File: config.mk
export PLATFORM = sky130hd
export DESIGN_NAME = scg_clock_gear
export DESIGN_NICKNAME = d
export VERILOG_FILES = /design/src/verilog/scg_pkg.sv /design/src/verilog/scg_clock_gear.sv /design/src/verilog/scg_pow2_div.sv
export VERILOG_INCLUDE_DIRS = /design/src /design/src/verilog
export SDC_FILE = /design/constraint.sdc
export NUM_CORES = 1
export LEC_CHECK = 0
export BUFFER_PORTS_ARGS = -buffer_cell sky130_fd_sc_hd__buf_2
export CAP_MARGIN = 10
export CORE_MARGIN = 1
export CORE_UTILIZATION = 55
export CTS_CLUSTER_SIZE = 14
export DETAILED_ROUTE_END_ITERATION = 12
export MAX_ROUTING_LAYER = met4
export PLACE_DENSITY = 0.76
export SETUP_SLACK_MARGIN = 0.5
export SLEW_MARGIN = 10
export SYNTH_ARGS = -nofsm -noshare
export SYNTH_HDL_FRONTEND = slang
export SYNTH_SLANG_ARGS = --single-unit
File: constraint.sdc
create_clock -name core_clk -period 5.1 [get_ports core_clk]
set_input_delay 0.255 -clock core_clk [delete_from_list [all_inputs] [get_ports core_clk]]
set_output_delay 0.255 -clock core_clk [all_outputs]
set_load 0.05 [all_outputs]
File: src/verilog/scg_params.svh
// offsets, field positions, reset values and counts of the clock gear block
`ifndef SCG_PARAMS_SVH
`define SCG_PARAMS_SVH
// ------------------------------------------------------------------
// register offsets
// ------------------------------------------------------------------
`define SCG_OFS_SYSCTL 8'h00
`define SCG_OFS_OSC 8'h04
`define SCG_OFS_STBY 8'h08
`define SCG_OFS_PLLSEL 8'h0C
`define SCG_OFS_CKSEL 8'h10
`define SCG_OFS_CAUSE 8'h14
// ------------------------------------------------------------------
// system control field positions
// ------------------------------------------------------------------
`define SCG_POS_COSEL 16
`define SCG_POS_PSRC 12
`define SCG_POS_PRESC 8
`define SCG_POS_GEAR 0
// ------------------------------------------------------------------
// reset values
// ------------------------------------------------------------------
`define SCG_RST_COSEL 2'h1
`define SCG_RST_PSRC 1'h0
`define SCG_RST_PRESC 3'h0
`define SCG_RST_GEAR 3'h0
`define SCG_RST_OSC 32'h0
`define SCG_RST_STBY 32'h0
`define SCG_RST_CKSEL 32'h0
`define SCG_RST_PLL 1'h0
`define SCG_RST_CAUSE 2'h1
// ------------------------------------------------------------------
// counts
// ------------------------------------------------------------------
`define SCG_WARM_MIN_CYCLES 4'hC
`endif

File: src/verilog/scg_pkg.sv
// types shared by the clock gear block
`default_nettype none
package scg_pkg;
    // clock output source codes
    typedef enum logic [1:0]
    {
        SCG_CO_LOW = 2'b00,
        SCG_CO_HALF = 2'b01,
        SCG_CO_SYS = 2'b10,
        SCG_CO_TMR = 2'b11
    } scg_co_sel_t;

    // stored fields of the system control register
    typedef struct packed
    {
        scg_co_sel_t coSel;
        logic psrcSel;
        logic [2:0] presc;
        logic [2:0] gear;
    } scg_sysctl_t;
endpackage : scg_pkg
`default_nettype wire

File: src/verilog/scg_clock_gear.sv
// clock gear, peripheral prescaler, clock output select and reset cause
// Notes on behaviour
// - cause flags survive warm reset, cold sets the cold flag and clears the warm one
// - pll off after reset until software sets
// - six registers at offsets zero through 0x14
// - bits 17-16 pick clock output, reset 01
// - bit 12 picks peripheral source, reset 0
// - bits 10-8 prescale by one to 32
// - bits 2-0 gear divide one, two, four, eight
`timescale 1ns/1ps
`default_nettype none
`include "scg_params.svh"
module scg_clock_gear
    import scg_pkg::*;
(
    input wire logic core_clk,
    input wire logic rst_n,
    input wire logic porRst_n,
    input wire logic [7:0] addr,
    input wire logic [31:0] wrData,
    input wire logic wrStrobe,
    input wire logic rdStrobe,
    input wire logic lowSpeedClk,
    output logic [31:0] readData,
    output logic gearTick,
    output logic periphTick,
    output logic prescaleTick,
    output logic clockOutPin,
    output logic pllEnable
);
    // ------------------------------------------------------------------
    // decode helpers
    // ------------------------------------------------------------------
    // gear code to {valid, log2 ratio}
    function automatic logic [3:0] gearDecode(input logic [2:0] c);
        case (c)
            3'h0: gearDecode = 4'h8;
            3'h4: gearDecode = 4'h9;
            3'h5: gearDecode = 4'hA;
            3'h6: gearDecode = 4'hB;
            default: gearDecode = 4'h0;
        endcase
    endfunction : gearDecode

    // address match for a strobe
    function automatic logic hit(input logic [7:0] a, input logic [7:0] o);
        hit = (a == o);
    endfunction : hit

    // ------------------------------------------------------------------
    // registers
    // ------------------------------------------------------------------
    wire anyRst_n = rst_n & porRst_n; // warm or cold reset
    scg_sysctl_t sysctl_ff; // system control fields
    logic [31:0] osc_ff; // oscillator control word
    logic [31:0] stby_ff; // standby control word
    logic [31:0] cksel_ff; // system clock select word
    logic pll_ff; // pll enable bit
    logic [1:0] cause_ff; // {warm, cold} reset cause
    logic [3:0] lowCnt_ff; // cycles the reset pin has been low
    logic [31:0] readData_ff; // read answer
    logic [1:0] coAct_ff; // clock output source in force
    logic psrcAct_ff; // peripheral source in force
    logic lowPrev_ff; // low speed clock last cycle
    logic halfTog_ff; // half rate phase
    logic clockOut_ff; // clock output tick
    logic periph_ff; // peripheral source tick
    logic pll_out_ff; // pll enable output

    wire wrSys = wrStrobe && hit(addr, `SCG_OFS_SYSCTL);
    wire wrOsc = wrStrobe && hit(addr, `SCG_OFS_OSC);
    wire wrStby = wrStrobe && hit(addr, `SCG_OFS_STBY);
    wire wrPll = wrStrobe && hit(addr, `SCG_OFS_PLLSEL);
    wire wrCk = wrStrobe && hit(addr, `SCG_OFS_CKSEL);
    wire wrCause = wrStrobe && hit(addr, `SCG_OFS_CAUSE);

    // system control readback; unused bits are constant zero
    wire [31:0] sysWord = (32'(sysctl_ff.coSel) << `SCG_POS_COSEL)
        | (32'(sysctl_ff.psrcSel) << `SCG_POS_PSRC)
        | (32'(sysctl_ff.presc) << `SCG_POS_PRESC)
        | (32'(sysctl_ff.gear) << `SCG_POS_GEAR);
    // written fields; only the defined bits are taken
    wire scg_sysctl_t sysNew = '{coSel: scg_co_sel_t'(wrData[17:16]),
        psrcSel: wrData[12], presc: wrData[10:8], gear: wrData[2:0]};

    // read mux; unmapped offsets answer zero
    wire [31:0] rdMux =
        hit(addr, `SCG_OFS_SYSCTL) ? sysWord :
        hit(addr, `SCG_OFS_OSC) ? osc_ff :
        hit(addr, `SCG_OFS_STBY) ? stby_ff :
        hit(addr, `SCG_OFS_PLLSEL) ? {31'h0, pll_ff} :
        hit(addr, `SCG_OFS_CKSEL) ? cksel_ff :
        hit(addr, `SCG_OFS_CAUSE) ? {30'h0, cause_ff} : 32'h0;

    // software registers, loaded with their reset values by warm or cold reset
    always_ff @(posedge core_clk)
    begin
        if (!anyRst_n)
        begin
            sysctl_ff <= '{coSel: scg_co_sel_t'(`SCG_RST_COSEL),
                psrcSel: `SCG_RST_PSRC, presc: `SCG_RST_PRESC,
                gear: `SCG_RST_GEAR};
            osc_ff <= `SCG_RST_OSC;
            stby_ff <= `SCG_RST_STBY;
            cksel_ff <= `SCG_RST_CKSEL;
            pll_ff <= `SCG_RST_PLL;
        end
        else
        begin
            if (wrSys)
                sysctl_ff <= sysNew;
            if (wrOsc)
                osc_ff <= wrData;
            if (wrStby)
                stby_ff <= wrData;
            if (wrCk)
                cksel_ff <= wrData;
            if (wrPll)
                pll_ff <= wrData[0];
        end
    end

    // read data stands only in the cycle after the strobe
    always_ff @(posedge core_clk)
    begin
        if (!anyRst_n)
            readData_ff <= 32'h0;
        else
            readData_ff <= rdStrobe ? rdMux : 32'h0;
    end

    // ------------------------------------------------------------------
    // reset cause, kept through warm reset
    // ------------------------------------------------------------------
    wire warmSeen = !rst_n && (lowCnt_ff == `SCG_WARM_MIN_CYCLES - 4'h1);

    // pin low counter; a pulse shorter than the minimum sets no warm flag
    always_ff @(posedge core_clk)
    begin
        if (!porRst_n)
            lowCnt_ff <= 4'h0;
        else if (rst_n)
            lowCnt_ff <= 4'h0;
        else if (lowCnt_ff != `SCG_WARM_MIN_CYCLES)
            lowCnt_ff <= lowCnt_ff + 4'h1;
    end

    // flags: only cold reset reloads them, cold set; hardware set beats software clear
    always_ff @(posedge core_clk)
    begin
        if (!porRst_n)
            cause_ff <= `SCG_RST_CAUSE;
        else
        begin
            cause_ff[0] <= cause_ff[0] & ~(wrCause & rst_n & wrData[0]);
            cause_ff[1] <= warmSeen
                | (cause_ff[1] & ~(wrCause & rst_n & wrData[1]));
        end
    end

    // ------------------------------------------------------------------
    // gear and prescaler dividers
    // ------------------------------------------------------------------
    wire [3:0] gearDec = gearDecode(sysctl_ff.gear);
    wire gearTickW; // gear divided high speed tick
    wire prescTickW; // prescaler tick
    wire psrcTick = psrcAct_ff ? 1'b1 : gearTickW;

    // high speed clock divided by the gear; reserved codes keep the ratio
    scg_pow2_div #(.CW(3)) u_gear (
        .core_clk(core_clk),
        .rst_n(anyRst_n),
        .tickIn(1'b1),
        .ratioReq(gearDec[2:0]),
        .ratioOk(gearDec[3]),
        .tickOut(gearTickW),
        .ratioAct()
    );

    // peripheral source divided by one to 32; reserved codes ignored
    scg_pow2_div #(.CW(5)) u_presc (
        .core_clk(core_clk),
        .rst_n(anyRst_n),
        .tickIn(psrcTick),
        .ratioReq(sysctl_ff.presc),
        .ratioOk(sysctl_ff.presc <= 3'h5),
        .tickOut(prescTickW),
        .ratioAct()
    );

    // ------------------------------------------------------------------
    // clock output selection
    // ------------------------------------------------------------------
    wire lowTick = lowSpeedClk & ~lowPrev_ff; // low speed rising edge
    wire srcTick = (coAct_ff == SCG_CO_LOW) ? lowTick :
        (coAct_ff == SCG_CO_HALF) ? halfTog_ff :
        (coAct_ff == SCG_CO_SYS) ? 1'b1 : prescTickW;

    // sources switch only on a tick of the current one, no runt pulse
    always_ff @(posedge core_clk)
    begin
        if (!anyRst_n)
        begin
            coAct_ff <= `SCG_RST_COSEL;
            psrcAct_ff <= `SCG_RST_PSRC;
            lowPrev_ff <= lowSpeedClk; // no false edge if the pin is high
            halfTog_ff <= 1'b0;
            clockOut_ff <= 1'b0;
            periph_ff <= 1'b0;
            pll_out_ff <= 1'b0;
        end
        else
        begin
            lowPrev_ff <= lowSpeedClk;
            halfTog_ff <= ~halfTog_ff;
            clockOut_ff <= srcTick;
            periph_ff <= psrcTick;
            pll_out_ff <= pll_ff;
            if (srcTick)
                coAct_ff <= sysctl_ff.coSel;
            if (gearTickW)
                psrcAct_ff <= sysctl_ff.psrcSel;
        end
    end

    assign readData = readData_ff;
    assign gearTick = gearTickW;
    assign periphTick = periph_ff;
    assign prescaleTick = prescTickW;
    assign clockOutPin = clockOut_ff;
    assign pllEnable = pll_out_ff;

    // ------------------------------------------------------------------
    // assertions
    // ------------------------------------------------------------------
    a_warm_min_hold: assert property (@(posedge core_clk)
        disable iff (!porRst_n) $rose(cause_ff[1]) |-> $past(!rst_n, 12))
        else $error("warm flag set by a short reset pulse");
    a_cause_kept_warm: assert property (@(posedge core_clk)
        disable iff (!porRst_n) (!rst_n && cause_ff[0]) |=> cause_ff[0])
        else $error("warm reset cleared cold flag");
    a_pll_off_reset: assert property (@(posedge core_clk)
        disable iff (!porRst_n) (!rst_n ##1 rst_n [*2]) |-> !pllEnable
        or $past(wrPll, 1))
        else $error("pll active after reset");
    a_pll_needs_write: assert property (@(posedge core_clk)
        disable iff (!anyRst_n) $rose(pllEnable) |->
        $past(wrPll && wrData[0], 2))
        else $error("pll enabled without a write");
    a_pll_read_decode: assert property (@(posedge core_clk)
        disable iff (!anyRst_n) (rdStrobe && addr == `SCG_OFS_PLLSEL)
        |=> readData == {31'h0, $past(pll_ff)})
        else $error("pll select read wrong");
    a_cosel_reset: assert property (@(posedge core_clk)
        (!anyRst_n ##1 anyRst_n) |-> sysctl_ff.coSel == SCG_CO_HALF)
        else $error("clock output select reset wrong");
    a_half_rate_out: assert property (@(posedge core_clk)
        disable iff (!anyRst_n) (anyRst_n && coAct_ff == SCG_CO_HALF) [*3]
        |-> clockOutPin != $past(clockOutPin))
        else $error("half rate output not alternating");
    a_psrc_reset: assert property (@(posedge core_clk)
        (!anyRst_n ##1 anyRst_n) |-> !sysctl_ff.psrcSel && !psrcAct_ff)
        else $error("peripheral source reset wrong");
    a_presc_reset: assert property (@(posedge core_clk)
        (!anyRst_n ##1 anyRst_n) |-> sysctl_ff.presc == 3'h0)
        else $error("prescaler reset wrong");
    a_gear_full_rate: assert property (@(posedge core_clk)
        (!anyRst_n ##1 anyRst_n [*2]) |-> gearTick)
        else $error("undivided gear not ticking every cycle");
    a_unused_zero: assert property (@(posedge core_clk)
        disable iff (!anyRst_n) (rdStrobe && addr == `SCG_OFS_SYSCTL)
        |=> (readData & 32'hFFFC_E8F8) == 32'h0)
        else $error("unused control bits not zero");
    a_clkout_switch: assert property (@(posedge core_clk)
        disable iff (!anyRst_n) coAct_ff != $past(coAct_ff) |->
        $past(srcTick))
        else $error("clock output switched mid period");

    c_warm_reset: cover property (@(posedge core_clk) $rose(cause_ff[1]));
    c_co_timer: cover property (@(posedge core_clk)
        coAct_ff == SCG_CO_TMR && clockOutPin);
    c_presc_32: cover property (@(posedge core_clk)
        sysctl_ff.presc == 3'h5 && prescaleTick);
    c_psrc_fast: cover property (@(posedge core_clk) psrcAct_ff && gearTick);
endmodule : scg_clock_gear
`default_nettype wire

File: src/verilog/scg_pow2_div.sv
// power of two tick divider that takes a new ratio only at a period end
`timescale 1ns/1ps
`default_nettype none
module scg_pow2_div #(
    parameter int CW = 5
) (
    input wire logic core_clk,
    input wire logic rst_n,
    input wire logic tickIn,
    input wire logic [2:0] ratioReq,
    input wire logic ratioOk,
    output logic tickOut,
    output logic [2:0] ratioAct
);
    logic [CW-1:0] cnt_ff; // enabled ticks seen in this period
    logic [2:0] ratio_ff; // log2 of the divide ratio in force
    logic tick_ff; // one pulse per completed period
    wire [CW-1:0] lastCnt = CW'((32'h1 << ratio_ff) - 32'h1);
    wire wrap = tickIn && (cnt_ff == lastCnt);

    // counter; the ratio only moves at wrap so no period is cut short
    always_ff @(posedge core_clk)
    begin
        if (!rst_n)
        begin
            cnt_ff <= '0;
            ratio_ff <= 3'h0;
            tick_ff <= 1'b0;
        end
        else
        begin
            tick_ff <= wrap;
            if (wrap)
            begin
                cnt_ff <= '0;
                ratio_ff <= ratioOk ? ratioReq : ratio_ff;
            end
            else if (tickIn)
                cnt_ff <= cnt_ff + CW'(1);
        end
    end

    assign tickOut = tick_ff;
    assign ratioAct = ratio_ff;

    // ratio never changes mid period
    a_ratio_at_wrap: assert property (@(posedge core_clk)
        disable iff (!rst_n) ratio_ff != $past(ratio_ff) |-> $past(wrap))
        else $error("divider ratio changed inside a period");
endmodule : scg_pow2_div
`default_nettype wire
* Word level (Yosys, flattened, before mapping) *
Index checks and enable logic that the tools add are counted.

operators by class
  add/sub/neg operators = 5
  magnitude comparators = 1
  eq/ne operators = 14
  shift-type cells = 2
  muxes and demuxes = 11
  bitwise operators = 17
  reduce and logical (&&, ||, !) cells = 18

operators with widths
  operator                                           number
  two-way mux 32 bit                                 5
  OR 18 x 11 -> 18 bit                               1
  OR 18 x 13 -> 18 bit                               1
  OR 18 x 3 -> 18 bit                                1
  == test 8 x 4 -> 1 bit (second input constant)     2
  == test 8 x 5 -> 1 bit (second input constant)     2
  one-hot mux 4 bit (4 select lines)                 1
  == test 3 bit (second input constant)              3
  == test 8 x 3 -> 1 bit (second input constant)     1
  logical AND 1 bit                                  8
  zero test 8 bit                                    1
  bitwise AND 1 bit                                  7
  inverter 1 bit                                     6
  AND reduction 2 bit                                3
  OR reduction 2 bit                                 3
  adder 5 x 1 -> 5 bit (second input constant)       1
  == test 5 bit                                      1
  left shift 1 x 3 -> 5 bit (first input constant)   1
  subtractor 5 x 1 -> 5 bit (second input constant)  1
  adder 4 x 1 -> 4 bit (second input constant)       1
  == test 4 bit (second input constant)              1
  two-way mux 1 bit                                  4
  inequality test 4 bit (second input constant)      1
  adder 3 x 1 -> 3 bit (second input constant)       1
  11 further kinds                                   11

storage, ports and cells
  register bits = 168
  output and inout bits = 37
  logic and storage cells = 92

* Depth between registers and ports, before layout *
  depth after elaboration = 7
  gate-level depth with buffers = 9
  mapped depth without buffers = 5

* Modules after synthesis *
From an unflattened synthesis, not the netlist that was laid out.

unflattened totals
  cell total of the unflattened synthesis = 824
  area total of the unflattened synthesis = 7,003.0 um2

modules (own cells, without submodules)
  module                   instances  cells each  area an instance (um2)  seq. area each (um2)
  scg_clock_gear           1          722         6,083.3                 3,042.9
  scg_pow2_div at u_presc  1          58          523.0                   180.2
  scg_pow2_div at u_gear   1          44          396.6                   140.1

* Least setup slack after synthesis *
Ideal clock, no wire load.

  kind = input -> register
  start = input addr[3]
  end = register cksel_ff[10]
  library setup time = 0.133 ns
  data arrival time = 1.649 ns
  data required time = 4.967 ns
  slack = 3.317 ns
  stages = 8
  path through = buf_2 or4_4 buf_6 nor2_8 nand2_1 clkbuf_1 nand2_1 a21oi_2

on the way
  word-level cells in the longest chain between the ends = 2

RTL lines
  item                    RTL line               RTL
  from (decl)             scg_clock_gear.sv:19   input wire logic [7:0] addr,
  == test 8 x 5 -> 1 bit  scg_clock_gear.sv:47   hit = (a == o);
  logical AND 1 bit       scg_clock_gear.sv:74   wire wrCk = wrStrobe && hit(addr, `SCG_OFS_CKSEL);
  to (signal assigned)    scg_clock_gear.sv:105  cksel_ff <= `SCG_RST_CKSEL;
  to (signal assigned)    scg_clock_gear.sv:117  cksel_ff <= wrData;
  to (decl)               scg_clock_gear.sv:57   logic [31:0] cksel_ff;

No other way between the ends.
A chain may end at the register's enable or synchronous reset.

* Worst setup path in the final report *
  start = input addr[3]
  end = register osc_ff[1]

on the way
  word-level cells in the longest chain between the ends = 2

RTL lines
  item                    RTL line               RTL
  == test 8 x 3 -> 1 bit  scg_clock_gear.sv:47
  logical AND 1 bit       scg_clock_gear.sv:71   wire wrOsc = wrStrobe && hit(addr, `SCG_OFS_OSC);
  to (signal assigned)    scg_clock_gear.sv:103  osc_ff <= `SCG_RST_OSC;
  to (signal assigned)    scg_clock_gear.sv:113  osc_ff <= wrData;
  to (decl)               scg_clock_gear.sv:55   logic [31:0] osc_ff;

No other way between the ends.

==> metrics.md <==
| Metric | Value |
|---|---|
| Number of core rows | 39 |
| Unrepaired setup endpoints after global routing | no |
| Largest net degree at the start of global routing | 62 |
| Count of yosys warnings during synthesis | 0 |
| H-Tree Level Count | 4 |
| Number of storage elements in the synthesis netlist | around 170 |
| Clk pin slew, worst setup/hold paths | 0.07 ns |
| Top-area cell type share of the netlist area | around 50% |
| Post-detailed-routing wire length | approximately 17,000 um |
| Post-Route Setup TNS | 0 ns |
| Leakage power summed over all cells | about 0.0027 uW |
| Crit path kind | in -> reg |
| Total Power Consumption | around 2800 uW |
| Worst-margin pin slew | ~1.1 ns |
| Class of the tightest hold or removal check | in -> reg |
| Placeable core region | between 10,000 and 15,000 um^2 |
| Layout cell share with drive strength beyond 1 | ~16% |
| Worst Setup SP | addr[3] |
| CTS tree | yes |
| Number of enable-type register cells in the synthesized netlist | 0 |
| Kind of end point of the critical path | flop |
| Peak Freq | 0.370 GHz |
| Starting utilization of the core area | 57.5% |
| Max-cap violations | 0 |
| Initial antenna violation count | 1 |
| Startpoint type of the worst setup path | primary input |
| Routability congestion estimate | between 0.8 and 0.9 |
| Setup violation total in the final timing report | 0 |
| Largest driver fanout on the critical path | 32 |
| Number of I/O pins | between 80 and 90 |
| Cell types occupying the most area after synthesis | sky130_fd_sc_hd__dfxtp_1, sky130_fd_sc_hd__nand2_1, sky130_fd_sc_hd__a21oi_1, sky130_fd_sc_hd__a221oi_1, sky130_fd_sc_hd__o21ai_0 |
| Largest area contributor in the synthesized netlist | sky130_fd_sc_hd__dfxtp_1 |
| Primary flip-flop cell chosen by synthesis mapping | sky130_fd_sc_hd__dfxtp_1 |
| Clock buffer count from CTS | 17 |
| Final hold vios | 0 |
| Antenna Nets Post-Route | 0 |
| Hold wc startpoint | wrData[20] |
| Aggregate global-route resource usage | 29.1% |
| Pins over their slew limit | 0 |
| Max-slew headroom | a little over a quarter |
| Tightest hold margin | 0.0783 ns |
| Setup clock skew after layout | 0.00506 ns |
| Layout net count | 900 |
| Grt ovf | 0 |
| DPL Wire Length | about 11,000 um |
| Final min period | approximately 2.7 ns |
| Total via count in the routed design | ~6,000 |
| Clock Root Buffer | sky130_fd_sc_hd__clkbuf_16 |
| CTS sink count | roughly 170 |
| Worst skew pair latency | ~0.43 ns |
| Average wire per cell in the routed design | approximately 17 um |
| First drt pass iteration count | 6 |
| Vias in the first global route | roughly 5,600 |
| Area overhead of the layout relative to synthesis | 14.9% |
| Number of resized instances in the post-cts repair step | 0 |
| Wire length of the first global-routing pass | between 20,000 and 30,000 um |
| Avg Inst Size Synth | about 8.3 um^2 |
| Reg-to-Reg Start | u_presc.ratioAct[2] |
| Post-route fraction of the period consumed by the critical path | 53.0% |
| Net count after synthesis | ~860 |
| Signal arrival time at the worst endpoint | 2.99 ns |
| Most repeated cell in the gate-level netlist after synthesis | sky130_fd_sc_hd__nand2_1 |
| DIE AREA | between 10,000 and 15,000 um^2 |
| Req. time, crit path | roughly 5.4 ns |
| I/O Buffers | between 80 and 90 |
| Leading post-synthesis cells by instance count | sky130_fd_sc_hd__nand2_1, sky130_fd_sc_hd__dfxtp_1, sky130_fd_sc_hd__a21oi_1, sky130_fd_sc_hd__clkbuf_1, sky130_fd_sc_hd__o21ai_0 |
| Worst-case clock buffer depth | 2 |
| DRC violation count after routing | 0 |
| Share of synthesized registers carrying an async set or reset | 0% |
| Number of distinct library cell variants in the gate-level netlist after synthesis | 53 |
| Starting DRT DRC Count | roughly 640 |
| Vertical die dimension | 112 um |
| Status | completed |
| Mean number of vias per cell | about 5.9 |
| Post-Synthesis Cell Area | ~6700 um^2 |
| Post-synthesis instance total | slightly above 800 |
| Die extent in x | 112 um |
| Seq/Total Area, Yosys | roughly half |
| Power per cell area | ~360 nW/um^2 |
| IR Drop Worst-Case VDD | about 0.39 mV |
-- worst paths after layout --
| kind | cells after the start | endpoint | slack (ns) |
|---|---|---|---|
| min | 3 | cksel_ff[20] | 0.08 |
| max | 6 | osc_ff[1] | 2.40 |
| min reg2reg | 1 | halfTog_ff | 0.42 |
| max reg2reg | 5 | u_presc.ratioAct[1] | 3.30 |
-- cells by family (layout without fill, tap and decap cells) --
logic type               Yosys count  in the layout  share of synthesized area (%)
AND/OR/NAND/NOR                  313            313                           20.4
AO/OA/AOI/OAI                    242            242                           22.2
flip-flops                       167            167                           49.9
buffers and inverters             66            122                           4.68
XOR/XNOR                           9              9                           1.18
multiplexers                       6              6                          0.915
adder cells (fa/ha/maj)            4              4                          0.747
other                              0              2                              0
-- cells in the final DEF, fill, tap and decap left out, types with 6 or more instances in the layout --
cell,netlist,final
sky130_fd_sc_hd__nor2b_1,7,7
sky130_fd_sc_hd__o21ai_0,36,36
sky130_fd_sc_hd__nor2_1,21,21
sky130_fd_sc_hd__a211oi_1,24,24
sky130_fd_sc_hd__a21oi_1,121,121
sky130_fd_sc_hd__clkbuf_16,0,17
sky130_fd_sc_hd__buf_2,14,82
sky130_fd_sc_hd__a221oi_1,24,24
sky130_fd_sc_hd__a2bb2oi_1,7,7
sky130_fd_sc_hd__nand2_1,226,223
sky130_fd_sc_hd__nand3_1,16,16
sky130_fd_sc_hd__dfxtp_1,167,167
sky130_fd_sc_hd__a21o_1,7,7
sky130_fd_sc_hd__xnor2_1,6,6
sky130_fd_sc_hd__nor3_1,11,11
-- flip-flops by register name, indices dropped and copies added, names as in the netlist --
register	flops
cause_ff	2
cksel_ff	32
clockOutPin	1
coAct_ff	2
halfTog_ff	1
lowCnt_ff	4
lowPrev_ff	1
osc_ff	32
periphTick	1
pllEnable	1
pll_ff	1
psrcAct_ff	1
readData	32
stby_ff	32
sysctl_ff	9
u_gear.cnt_ff	3
u_gear.ratioAct	2
u_gear.tickOut	1
u_presc.cnt_ff	5
u_presc.ratioAct	3
u_presc.tickOut	1
-- worst max-delay path: stages --
cell                      delay, ns
sky130_fd_sc_hd__buf_2         0.15
sky130_fd_sc_hd__or4b_4        0.73
sky130_fd_sc_hd__nor2_4        0.61
sky130_fd_sc_hd__nand2_1       0.83
sky130_fd_sc_hd__nand2_1       0.29
sky130_fd_sc_hd__a21oi_1       0.10
-- timing repair --
action                    4_1_cts  5_1_grt
hold buffers                    1        0
setup buffers                   0        0
hold endpoints to repair        1        0
-- per-layer routing --
metal | vias up | track usage (%) | routed length (um)
li1 | 2901 | - | -
met2 | 259 | 46.9 | 8470
met4 | 0 | 13.2 | 500
met3 | 45 | 7.51 | 1350
met1 | 2792 | 34.3 | 6980
met5 | - | - | 0
-- metrics by stage --
step	instances	worst slack, ns	utilization, %	area (um^2)
detailed placement	973	1.93	60.4	7040
CTS	1006	2.36	65.9	7690
global placement	973	1.98	60.4	7040
global route	1007	2.26	66.0	7700
finish	1008	2.40	66.0	7700
floorplan	807	3.32	-	6700
-- report_power, final --
group          internal [uW]  switching (uW)  leakage, uW
clock                    836             528     0.000299
sequential              1310            5.30      0.00135
combinational           34.1            82.4      0.00104
-- cell type report --
cell class | instances | area [um^2]
Fill cell | 1016 | 3960
Sequential cell | 167 | 3340
Clock inverter | 14 | 199
Tap cell | 143 | 179
Antenna cell | 2 | 5.00
Multi-Input combinational cell | 574 | 3070
Inverter | 2 | 7.51
Clock buffer | 18 | 439
Timing Repair Buffer | 88 | 458
Power figures use the tool's default switching activity.
